**config.mk**
```make
export PLATFORM = sky130hd
export DESIGN_NAME = dpll_damping_gain_config
export DESIGN_NICKNAME = d
export VERILOG_FILES = /design/src/hw/damping_pkg.sv /design/src/hw/dpll_damping_gain_config.sv
export SDC_FILE = /design/constraint.sdc
export NUM_CORES = 1
export LEC_CHECK = 0
export ABC_AREA = 1
export BUFFER_PORTS_ARGS = -buffer_cell sky130_fd_sc_hd__buf_2
export CORE_MARGIN = 2
export CORE_UTILIZATION = 40
export CTS_CLUSTER_SIZE = 16
export DETAILED_ROUTE_END_ITERATION = 10
export GPL_ROUTABILITY_DRIVEN = 0
export GPL_TIMING_DRIVEN = 1
export PLACE_DENSITY = 0.69
export SYNTH_ARGS = -nofsm -noshare
export SYNTH_HDL_FRONTEND = slang
export SYNTH_SLANG_ARGS = --single-unit
```
**constraint.sdc**
```tcl
create_clock -name i_ref_clk -period 1.2 [get_ports i_ref_clk]
set_clock_uncertainty 0.05 [all_clocks]
set_input_delay 0.06 -clock i_ref_clk [delete_from_list [all_inputs] [get_ports i_ref_clk]]
set_output_delay 0.06 -clock i_ref_clk [all_outputs]
set_load 0.005 [all_outputs]
```
**src/hw/damping_pkg.sv**
```systemverilog
/*
 * Constants, types and register map for the loop damping and second phase
 * detector gain configuration bank of the main and auxiliary loops.
 * Assumes an 8-bit register port with byte-wide data on a single clock.
 */
// Summary of operation
// - Main loop damping factor comes from main damping field bits 2 to 0.
// - Auxiliary loop filter damping comes from the auxiliary damping field.
// - Damping factor depends on both the code and the loop bandwidth.
// - Damping fields reset to code 011, a factor of 5 where available.
// - Gain peak is 0.4, 0.2, 0.1, 0.06 or 0.03 dB per factor.
// - Bits 6 to 4 set detector gain for low-rate references in analog mode.
package damping_pkg;

  localparam logic [7:0] MAIN_DAMPING_ADDR   = 8'h6b;
  localparam logic [7:0] AUX_DAMPING_ADDR    = 8'h6a;
  localparam logic [7:0] AUX_GAIN_ADDR       = 8'h6c;

  localparam logic [7:0] DAMPING_RESET       = 8'h13;
  localparam logic [7:0] AUX_GAIN_RESET      = 8'hc2;

  // Damping register: code in [2:0], low-rate analog gain in [6:4].
  localparam int         DAMP_CODE_LSB       = 0;
  localparam int         LOW_GAIN_LSB        = 4;
  // Gain register: digital gain [2:0], high-rate analog [6:4], enable 7.
  localparam int         DIG_GAIN_LSB        = 0;
  localparam int         HIGH_GAIN_LSB       = 4;
  localparam int         GAIN_EN_BIT         = 7;
  localparam logic [7:0] DAMPING_USED_MASK   = 8'h77;
  localparam logic [7:0] GAIN_USED_MASK      = 8'hf7;

  localparam logic [2:0] CODE_FIRST_VALID    = 3'h1;
  localparam logic [2:0] CODE_LAST_VALID     = 3'h5;

  // Gain peak in hundredths of a dB.
  localparam logic [5:0] PEAK_F1P2           = 6'h28;
  localparam logic [5:0] PEAK_F2P5           = 6'h14;
  localparam logic [5:0] PEAK_F5             = 6'h0a;
  localparam logic [5:0] PEAK_F10            = 6'h06;
  localparam logic [5:0] PEAK_F20            = 6'h03;

  typedef enum logic [1:0] {
    BW_UPTO_4HZ,
    BW_8HZ,
    BW_35HZ,
    BW_70HZ
  } bandwidth_t;

  typedef enum logic [2:0] {
    FACTOR_1P2,
    FACTOR_2P5,
    FACTOR_5,
    FACTOR_10,
    FACTOR_20
  } damping_factor_t;

  typedef enum logic {
    FEEDBACK_DIGITAL,
    FEEDBACK_ANALOG
  } feedback_mode_t;

  typedef struct packed {
    damping_factor_t factor;
    logic [5:0]      peak_cdb;
  } loop_filter_t;

  typedef struct packed {
    logic       apply;
    logic [2:0] gain;
  } detector_gain_t;

  typedef struct packed {
    logic [7:0] addr;
    logic [7:0] wdata;
    logic       wr;
    logic       rd;
  } reg_req_t;

endpackage : damping_pkg

```
**src/hw/dpll_damping_gain_config.sv**
```systemverilog
/*
 * Damping and second phase detector gain configuration bank for the main
 * and auxiliary digital loops, with decoded outputs for the loop filters.
 * Assumes the register port master and the loop status inputs (bandwidth,
 * feedback mode, reference rate class) run on i_ref_clk.
 */
`timescale 1ns/1ps
`default_nettype none

module dpll_damping_gain_config
  import damping_pkg::*;
(
  input  wire logic           i_ref_clk,
  input  wire logic           i_nrst,
  input  wire reg_req_t       i_req,
  input  wire bandwidth_t     i_main_bw,
  input  wire bandwidth_t     i_aux_bw,
  input  wire feedback_mode_t i_aux_mode,
  input  wire logic           i_aux_ref_low_rate,
  output var  logic [7:0]     o_rd_data,
  output var  loop_filter_t   o_main_loop,
  output var  loop_filter_t   o_aux_loop,
  output var  logic [2:0]     o_main_low_rate_analog_gain,
  output var  detector_gain_t o_aux_detector_gain
);

  logic [7:0]      main_damping_reg;
  logic [7:0]      aux_damping_reg;
  logic [7:0]      aux_gain_reg;
  logic [7:0]      rd_data_next;
  loop_filter_t    main_loop_next;
  loop_filter_t    aux_loop_next;
  detector_gain_t  aux_gain_next;

  logic [2:0] main_loop_damping_code;
  logic [2:0] aux_loop_damping_code;
  logic [2:0] main_low_rate_analog_gain;
  logic [2:0] aux_low_rate_analog_gain;
  logic [2:0] aux_high_rate_analog_gain;
  logic [2:0] aux_digital_feedback_gain;
  logic       aux_detector_gain_select_en;

  assign main_loop_damping_code      = main_damping_reg[DAMP_CODE_LSB +: 3];
  assign aux_loop_damping_code       = aux_damping_reg[DAMP_CODE_LSB +: 3];
  assign main_low_rate_analog_gain   = main_damping_reg[LOW_GAIN_LSB +: 3];
  assign aux_low_rate_analog_gain    = aux_damping_reg[LOW_GAIN_LSB +: 3];
  assign aux_high_rate_analog_gain   = aux_gain_reg[HIGH_GAIN_LSB +: 3];
  assign aux_digital_feedback_gain   = aux_gain_reg[DIG_GAIN_LSB +: 3];
  assign aux_detector_gain_select_en = aux_gain_reg[GAIN_EN_BIT];

  function automatic logic code_valid(input logic [2:0] code);
    code_valid = (code >= CODE_FIRST_VALID) && (code <= CODE_LAST_VALID);
  endfunction : code_valid

  // A reserved code keeps the old damping code, the gain field still lands.
  function automatic logic [7:0] damping_write(input logic [7:0] old_val,
                                               input logic [7:0] wdata);
    logic [7:0] val;
    val = wdata & DAMPING_USED_MASK;
    if (!code_valid(wdata[DAMP_CODE_LSB +: 3])) begin
      val[DAMP_CODE_LSB +: 3] = old_val[DAMP_CODE_LSB +: 3];
    end
    damping_write = val;
  endfunction : damping_write

  // Narrow bandwidths offer fewer factors: 4 Hz always gives 5, 8 Hz gives 2.5 for code 1 and 5 otherwise.
  function automatic damping_factor_t factor_of(input logic [2:0] code,
                                                input bandwidth_t bw);
    damping_factor_t f;
    f = FACTOR_5;
    unique case (bw)
      BW_UPTO_4HZ: f = FACTOR_5;
      BW_8HZ: begin
        if (code == 3'h1) begin
          f = FACTOR_2P5;
        end
      end
      BW_35HZ, BW_70HZ: begin
        unique case (code)
          3'h1:    f = FACTOR_1P2;
          3'h2:    f = FACTOR_2P5;
          3'h3:    f = FACTOR_5;
          3'h4:    f = FACTOR_10;
          3'h5:    f = FACTOR_20;
          default: f = FACTOR_5;
        endcase
      end
    endcase
    factor_of = f;
  endfunction : factor_of

  function automatic logic [5:0] peak_of(input damping_factor_t f);
    logic [5:0] p;
    p = PEAK_F5;
    unique case (f)
      FACTOR_1P2: p = PEAK_F1P2;
      FACTOR_2P5: p = PEAK_F2P5;
      FACTOR_5:   p = PEAK_F5;
      FACTOR_10:  p = PEAK_F10;
      FACTOR_20:  p = PEAK_F20;
      default:    p = PEAK_F5;
    endcase
    peak_of = p;
  endfunction : peak_of

  always_ff @(posedge i_ref_clk or negedge i_nrst) begin
    if (!i_nrst) begin
      main_damping_reg <= DAMPING_RESET;
    end else if (i_req.wr && i_req.addr == MAIN_DAMPING_ADDR) begin
      main_damping_reg <= damping_write(main_damping_reg,
                                        i_req.wdata);
    end
  end

  always_ff @(posedge i_ref_clk or negedge i_nrst) begin
    if (!i_nrst) begin
      aux_damping_reg <= DAMPING_RESET;
    end else if (i_req.wr && i_req.addr == AUX_DAMPING_ADDR) begin
      aux_damping_reg <= damping_write(aux_damping_reg, i_req.wdata);
    end
  end

  always_ff @(posedge i_ref_clk or negedge i_nrst) begin
    if (!i_nrst) begin
      aux_gain_reg <= AUX_GAIN_RESET;
    end else if (i_req.wr && i_req.addr == AUX_GAIN_ADDR) begin
      aux_gain_reg <= i_req.wdata & GAIN_USED_MASK;
    end
  end

  // Unmapped addresses read zero; data stands only in the cycle after.
  always_comb begin
    rd_data_next = 8'h00;
    if (i_req.rd) begin
      unique case (i_req.addr)
        MAIN_DAMPING_ADDR: rd_data_next = main_damping_reg;
        AUX_DAMPING_ADDR:  rd_data_next = aux_damping_reg;
        AUX_GAIN_ADDR:     rd_data_next = aux_gain_reg;
        default:           rd_data_next = 8'h00;
      endcase
    end
  end

  always_ff @(posedge i_ref_clk or negedge i_nrst) begin
    if (!i_nrst) begin
      o_rd_data <= 8'h00;
    end else begin
      o_rd_data <= rd_data_next;
    end
  end

  always_comb begin
    main_loop_next.factor   = factor_of(main_loop_damping_code,
                                        i_main_bw);
    main_loop_next.peak_cdb = peak_of(main_loop_next.factor);
    aux_loop_next.factor    = factor_of(aux_loop_damping_code,
                                        i_aux_bw);
    aux_loop_next.peak_cdb  = peak_of(aux_loop_next.factor);
  end

  always_ff @(posedge i_ref_clk or negedge i_nrst) begin
    if (!i_nrst) begin
      o_main_loop <= '{factor: FACTOR_5, peak_cdb: PEAK_F5};
      o_aux_loop  <= '{factor: FACTOR_5, peak_cdb: PEAK_F5};
    end else begin
      o_main_loop <= main_loop_next;
      o_aux_loop  <= aux_loop_next;
    end
  end

  // With selection off the loop keeps its built-in gain, so nothing applies.
  always_comb begin
    aux_gain_next = '{apply: 1'b0, gain: 3'h0};
    if (aux_detector_gain_select_en) begin
      aux_gain_next.apply = 1'b1;
      if (i_aux_mode == FEEDBACK_DIGITAL) begin
        aux_gain_next.gain = aux_digital_feedback_gain;
      end else if (i_aux_ref_low_rate) begin
        aux_gain_next.gain = aux_low_rate_analog_gain;
      end else begin
        aux_gain_next.gain = aux_high_rate_analog_gain;
      end
    end
  end

  always_ff @(posedge i_ref_clk or negedge i_nrst) begin
    if (!i_nrst) begin
      o_aux_detector_gain         <= '{apply: 1'b0, gain: 3'h0};
      o_main_low_rate_analog_gain <= 3'h0;
    end else begin
      o_aux_detector_gain         <= aux_gain_next;
      o_main_low_rate_analog_gain <= main_low_rate_analog_gain;
    end
  end
endmodule : dpll_damping_gain_config

`default_nettype wire

```
# == Word-level counts from Yosys, hierarchy flattened ==
# Index checks and enable logic that the tools add are counted.
# word_totals
ff_bits,52
input_bits,26
output_inout_bits,33
word_cells,63
# classes
magnitude_cmp,2
eq_ne,23
mux,13
n_reduce_logical,12
# ops
cell,n
one-hot mux 6 bit (4 select lines),2
"equality test 8 x 7 -> 1 bit, second input constant",3
one-hot mux 3 bit (4 select lines),2
one-hot mux 8 bit (3 select lines),1
"equality test 3 bit, second input constant",6
one-hot mux 3 bit (3 select lines),2
"equality test 3 x 1 -> 1 bit, second input constant",4
"equality test 3 x 2 -> 1 bit, second input constant",4
"equality test 2 bit, second input constant",4
2-to-1 mux 8 bit,1
logical NOT 3 bit,2
2-to-1 mux 3 bit,2
"equality test 2 x 1 -> 1 bit, second input constant",2
logical AND 1 bit,4
logical NOT 2 bit,2
2-to-1 mux 2 bit,2
2-to-1 mux 4 bit,1
AND reduction 2 bit,2
OR reduction 2 bit,2
"greater-or-equal comparator 3 x 1 -> 1 bit, second input constant",1
"<= comparator 3 bit, second input constant",1

# == Depth between registers and ports, before layout ==
# Gate-level depths: netlist of run 1.
# logic_depth
ltp_word,5
depth_mapped,10
ltp_nobuf,9

# == Worst setup path after synthesis of run 1 ==
# No wires, ideal clock.
# synth_path
kind,flip-flop to flip-flop
start,register main_damping_reg[0]
end,register o_main_loop[3] in the netlist's numbering
setup_time_ns,0.077
arrival_ns,1.061
required_time_ns,1.073
slack_ns,0.012
stages_incl_launch_ff,8
path_buffers,0
period_less_slack_ns,1.188
path_cell_list,dfstp_2 > inv_1 > nor2_1 > inv_1 > nor2_1 > inv_1 > nor2_1 > nor2_1
# synth_lines
item,line,source
start: declaration,dpll_damping_gain_config.sv:27,logic [7:0] main_damping_reg;
start signal: assignment,dpll_damping_gain_config.sv:110,"main_damping_reg <= damping_write(main_damping_reg,"
end signal: assignment,dpll_damping_gain_config.sv:163,"o_main_loop <= '{factor: FACTOR_5, peak_cdb: PEAK_F5};"
end signal: assignment,dpll_damping_gain_config.sv:166,o_main_loop <= main_loop_next;
end: declaration,dpll_damping_gain_config.sv:21,"output var loop_filter_t o_main_loop,"

==> impl_metrics.toml, run 1 <==
[critical_path]
crit_arrival_ps = 1430
regToRegEndpoint = "o_aux_loop[2]$_DFF_PN0_"
worst_setup_path_start_kind = "flop"
rrSetupSlack_ps = -30
r2r_cells = 5
r2r-start = "aux_damping_reg[0]$_DFFE_PN1P_"
cp_max_fo = 4
endpoint_kind = "flop"
worstSetupPathType = "flop to flop"
required_ps = 1400

[global_routing]
grt-ovfl-total = 0
grt_pass1_wl_microns = 7870
grt_pass1_vias = 1803
antenna_found_initial = 0
grt_usage_pct = 15.7
grt_max_degree = 52

[clock_network]
cts_tree = "done"
clock_path_buffers = 2
htree_levels = 2
clk_pin_slew_ps = 80
cts_sinks = 51
root_buffer = "clkbuf_8"
clk_latency_ps = 310
cts_buffers = 5

[sta]
hold_slack_ps = 37.4
min_period_over_period_pct = 103
setup_viol = 1
max_freq_mhz = 811
slew_viol_final = 0
rsz0062_at_grt = "true"
final-hold-violation-count = 0
layout_min_cycle_time_ps = 1230
setup_ws_ps = -32.8

[hold_path]
min_to = "o_aux_detector_gain[0]$_DFF_PN0_"
holdPathStages = 3
hold_class = "input port to flop"
hold_path_startpoint = "i_aux_mode"

[synthesis]
avgSynthCellArea_sq_um = 9.45
yosys-mux-area-fraction_pct = 0
synth_top_area_cell = "dfrtp_1"
syn_inst = 250
ys_seq_area_share_pct = 54.8
ys_ff_latch = 51
synth_simple_gate_area_share_pct = 30.0
synth.distinct_cells = 25
synth_top_family_by_area = "simple AND/OR/NAND/NOR gates"
syn-num-nets = 276
yosysWarningCount = 0
synth_fa_ha_area_share_pct = 0
synth_area_leaders = "dfrtp_1, dfstp_2, nand2_1, nand3_1, inv_1"
synth_top_area_share_pct = 38.1
synth_xor_area_share_pct = 0
synth_compound_area_share_pct = 6.51
synth_area_sq_um = 2360

[detailed_routing]
wl_per_cell_microns = 11.6
drtAntennaViolNets = 0
dr_total_vias = 1869
drt_wl_total_microns = 4700
drc_errors = 0
drt_iter0_markers = 77
drtPass1Iterations = 4
vias_per_cell = 4.60

[die]
fp.dieH_microns = 80.9
initial_utilization_pct = 42.1
die_w_microns = 80.9
row_count = 27
coreArea_sq_um = 5610
die_area_sq_um = 6540
ios = 59

[layout]
fill_cells = 535
nNetsFinal = 359
final_cells = 406
diodes = 0
final_core_util_pct = 54.2
final_common_cell = "nand2_1"
drive_gt1_share_pct = 41.3
syn_to_final_growth_pct = 28.6
final_area_sq_um = 3040
top_regs = "o_aux_loop (9), o_main_loop (9)"
final_cell_mix = "nand2_1, buf_2, dfrtp_1, nand3_1, inv_1"

[run]
drv_cap = 0

[placement]
io_buffers = 56
placed_cells = 384
hpwlAfterDp_microns = 3390
post_dp_cell_area_sq_um = 2760

[power_and_ir_drop]
power_density_nw_per_um2 = 1040
power.leakage_nw = 1.69
peakVddDrop_uv = 443

[run_status]
outcome = "finished with violations"
violations = "negative setup slack"
[synthesized netlist by cell type (all sizes together)]
library cell  number
dfrtp             36
o211ai             3
conb               1
nor3               4
clkinv             1
dfstp             15
nand3             38
nand4              2
buf                4
o21ai             20
inv               37
nor2              17
nand2             71
a21oi              1
[logic make-up (layout without fill, tap and decap cells)]
logic type / Yosys count / count (layout)
buffers and inverters: 42 / 126
AO/OA/AOI/OAI: 24 / 24
AND/OR/NAND/NOR: 132 / 132
other: 1 / 1
flip-flops: 51 / 51
[through the flow]
| step | TNS, ps | setup slack [ps] | total power, mW |
|---|---|---|---|
| after floorplan | 0 | 11.7 | 1.99 |
| after global placement | -0.972 | -0.972 | 2.14 |
| after detailed placement | -137 | -68.1 | 2.15 |
| after CTS | -15.7 | -8.94 | 3.19 |
| after global routing | -471 | -91.9 | 3.34 |
| final | -32.8 | -32.8 | 3.17 |
[layer usage]
layer / part of all wire (%) / global-route usage, %
met3: 4.9 / 3.33
met4: 1.4 / 5.59
met1: 44 / 19.8
met2: 50 / 26.9
met5: 0 / 0
[power breakdown]
part           switching [mW]  internal (mW)
registers              0.0347           1.78
logic                   0.202          0.140
clock network           0.536          0.473
total                   0.773           2.40
[worst max-delay path by stage]
| stage | from | endpoint | slack, ps | depth (start not counted) |
|---|---|---|---|---|
| 5_1_grt | aux_damping_reg[0]$_DFFE_PN1P_ | o_aux_loop[2]$_DFF_PN0_ | -90 | 5 |
| 4_1_cts | main_damping_reg[0]$_DFFE_PN1P_ | o_main_loop[3]$_DFF_PN1_ | -9 | 7 |
| 6_report | aux_damping_reg[0]$_DFFE_PN1P_ | o_aux_loop[2]$_DFF_PN0_ | -30 | 5 |
| 3_5_place_dp | main_damping_reg[0]$_DFFE_PN1P_ | o_main_loop[3]$_DFF_PN1_ | -70 | 7 |
| 3_3_place_gp | main_damping_reg[0]$_DFFE_PN1P_ | o_main_loop[3]$_DFF_PN1_ | -1 | 7 |
| 2_1_floorplan | main_damping_reg[0]$_DFFE_PN1P_ | o_main_loop[3]$_DFF_PN1_ | 10 | 7 |
[final cells by class]
cell class	instances	area (sq um)	area share, %
clock inverters	1	8.76	0.288
repair buffers	80	503	16.6
clock buffers	7	86.3	2.84
well taps	72	90.1	2.96
inverters	38	144	4.73
multi-input cells	157	912	30.0
flip-flops and latches	51	1290	42.6
[critical path, stage by stage (launching register included)]
cell,delay (ps)
dfstp_2,540
inv_2,50
nor2_4,110
nand4_1,180
buf_4,190
nand2_2,50
[what timing repair did]
| action | CTS | global route |
|---|---|---|
| hold buffers | 12 | 0 |
| endpoints found under the hold margin | 79 | 0 |
| gates cloned | 0 | 0 |
| buffers inserted | 0 | 2 |
| pin swaps | 0 | 12 |
| endpoints found under the setup margin | 7 | 19 |
| resized for setup | 4 | 20 |
No activity file was read; power rests on OpenSTA's default activity.
==> inputs of run 2 (changes only) <==
- CORE_ASPECT_RATIO: not set -> 1.4
- clock period: 1.2 -> 1 ns (I/O delays scaled with it)
==> run 2 against run 1 <==
Effect of this change: the flow still finishes with violations (negative setup slack); sequential share of layout area decreased by 3.2 points; fmax increased by 5.2%; global-route usage increased by 0.86 points; register-to-register slack got worse by 140 ps; first-iteration DRC count decreased by 13%; critical path depth increased by 1; die area increased by 0.13%; critical endpoint is now o_main_loop[1]$_DFF_PN1_; combinational power increased by 35%; design area increased by 8.4%; via count increased by 3.3%; cell count increased by 2.5%; sequential power increased by 20%.
==> impl_metrics.toml, run 2 (same netlist as run 1, synthesis figures left out) <==
[run_status]
outcome = "finished with violations"
violations = "negative setup slack"

[detailed_routing]
drt_iter0_markers = 67
dr_total_vias = 1931
vias_per_cell = 4.64
drc_errors = 0
drt_wl_total_microns = 5000
drtPass1Iterations = 4
wl_per_cell_microns = 12.0
drtAntennaViolNets = 0

[layout]
drive_gt1_share_pct = 48.0
fill_cells = 522
final_common_cell = "nand2_1"
multiInputGateArea_sq_um = 1000
top_regs = "o_aux_loop (9), o_main_loop (9)"
nNetsFinal = 371
diodes = 0
final_cell_mix = "nand2_1, buf_2, dfrtp_1, inv_1, nand3_1"
syn_to_final_growth_pct = 39.3
final_core_util_pct = 57.0
register_area_sq_um = 1300
final_area_sq_um = 3290

[global_routing]
grt-ovfl-total = 0
antenna_found_initial = 0
grt_pass1_wl_microns = 8070
grt_pass1_vias = 1874
grt_usage_pct = 16.6
grt_max_degree = 52

[die]
die_area_sq_um = 6550
row_count = 33
coreArea_sq_um = 5780
initial_utilization_pct = 40.9
die_w_microns = 69.0
ios = 59
fp.dieH_microns = 95.0

[placement]
io_buffers = 56
hpwlAfterDp_microns = 3580
post_dp_cell_area_sq_um = 2840
preCtsSetupSlack_ps = -193

[sta]
min_period_over_period_pct = 117
final-hold-violation-count = 0
setup_viol = 25
rsz0062_at_grt = "true"
max_freq_mhz = 853
setup_ws_ps = -172
layout_min_cycle_time_ps = 1170
final.setup.tns_ps = -2070
slew_viol_final = 0
hold_slack_ps = 63.7

[clock_network]
cts_tree = "done"
cts_buffers = 5
clock_path_buffers = 2
cts_sinks = 51
clk_latency_ps = 310
htree_levels = 2
root_buffer = "clkbuf_8"
clk_pin_slew_ps = 90

[hold_path]
hold_class = "input port to flop"

[critical_path]
endpoint_kind = "flop"
crit_arrival_ps = 1370
required_ps = 1190
worst_setup_path_start_kind = "flop"
cp_max_fo = 4
worstSetupPathType = "flop to flop"

[run]
drv_cap = 0

[power_and_ir_drop]
power.leakage_nw = 1.82
power_density_nw_per_um2 = 1240
peakVddDrop_uv = 568
[run 2: layout make-up]
cell class | instances | area share [%]
Sequential cell | 51 | 39.4
Multi-Input combinational cell | 157 | 30.4
Timing Repair Buffer | 92 | 19.8
Inverter | 38 | 4.37
Tap cell | 70 | 2.66
Clock buffer | 5 | 2.09
Clock inverter | 3 | 1.33
[run 2: what timing repair did]
| action | in CTS | in global routing |
|---|---|---|
| endpoints found under the setup margin | 27 | 29 |
| endpoints found under the hold margin | 85 | 0 |
| setup buffers | 0 | 3 |
| gates resized for setup | 11 | 35 |
| pin swaps | 7 | 15 |
| hold buffers | 14 | 0 |
[run 2: path summary, 6_finish.rpt]
check	end	start	cells past startpoint	slack (ps)
min in group asynchronous	o_main_loop[6]$_DFF_PN0_	i_nrst	3	200
setup reg to reg	o_main_loop[1]$_DFF_PN1_	main_damping_reg[0]$_DFFE_PN1P_	6	-170
setup / recovery	o_main_loop[1]$_DFF_PN1_	main_damping_reg[0]$_DFFE_PN1P_	6	-170
hold reg to reg	o_main_low_rate_analog_gain[1]$_DFF_PN0_	main_damping_reg[5]$_DFFE_PN0P_	0	400
hold / removal	o_aux_loop[0]$_DFF_PN0_	i_aux_bw[1]	3	60
max in group asynchronous	o_aux_loop[3]$_DFF_PN1_	i_nrst	3	420
[run 2: routing by layer]
layer / wire (microns) / track usage (%) / vias to the layer above / share of wire (%)
li1: - / - / 976 / -
met1: 1900 / 17.9 / 903 / 38
met2: 2800 / 30.0 / 41 / 56
met3: 179 / 3.81 / 11 / 3.6
met4: 124 / 7.19 / 0 / 2.5
met5: 0 / 0 / - / 0
[run 2: where the power goes]
group / switching [mW] / internal, mW
registers: 0.0422 / 2.14
clock network: 0.682 / 0.745
logic: 0.261 / 0.202
total: 0.985 / 3.09
[run 2: worst max-delay path: stages (launching register included)]
cell	delay (ps)
dfstp_2	550
inv_2	50
nor2_4	110
inv_2	70
nor2_4	80
inv_2	70
o21ai_1	120
[run 2: stage by stage]
stage | total power [mW] | std cells
after CTS | 4.08 | 413
after floorplan | 2.39 | 250
final | 4.07 | 416
after detailed placement | 2.60 | 391
after global routing | 4.27 | 416
after global placement | 2.59 | 391
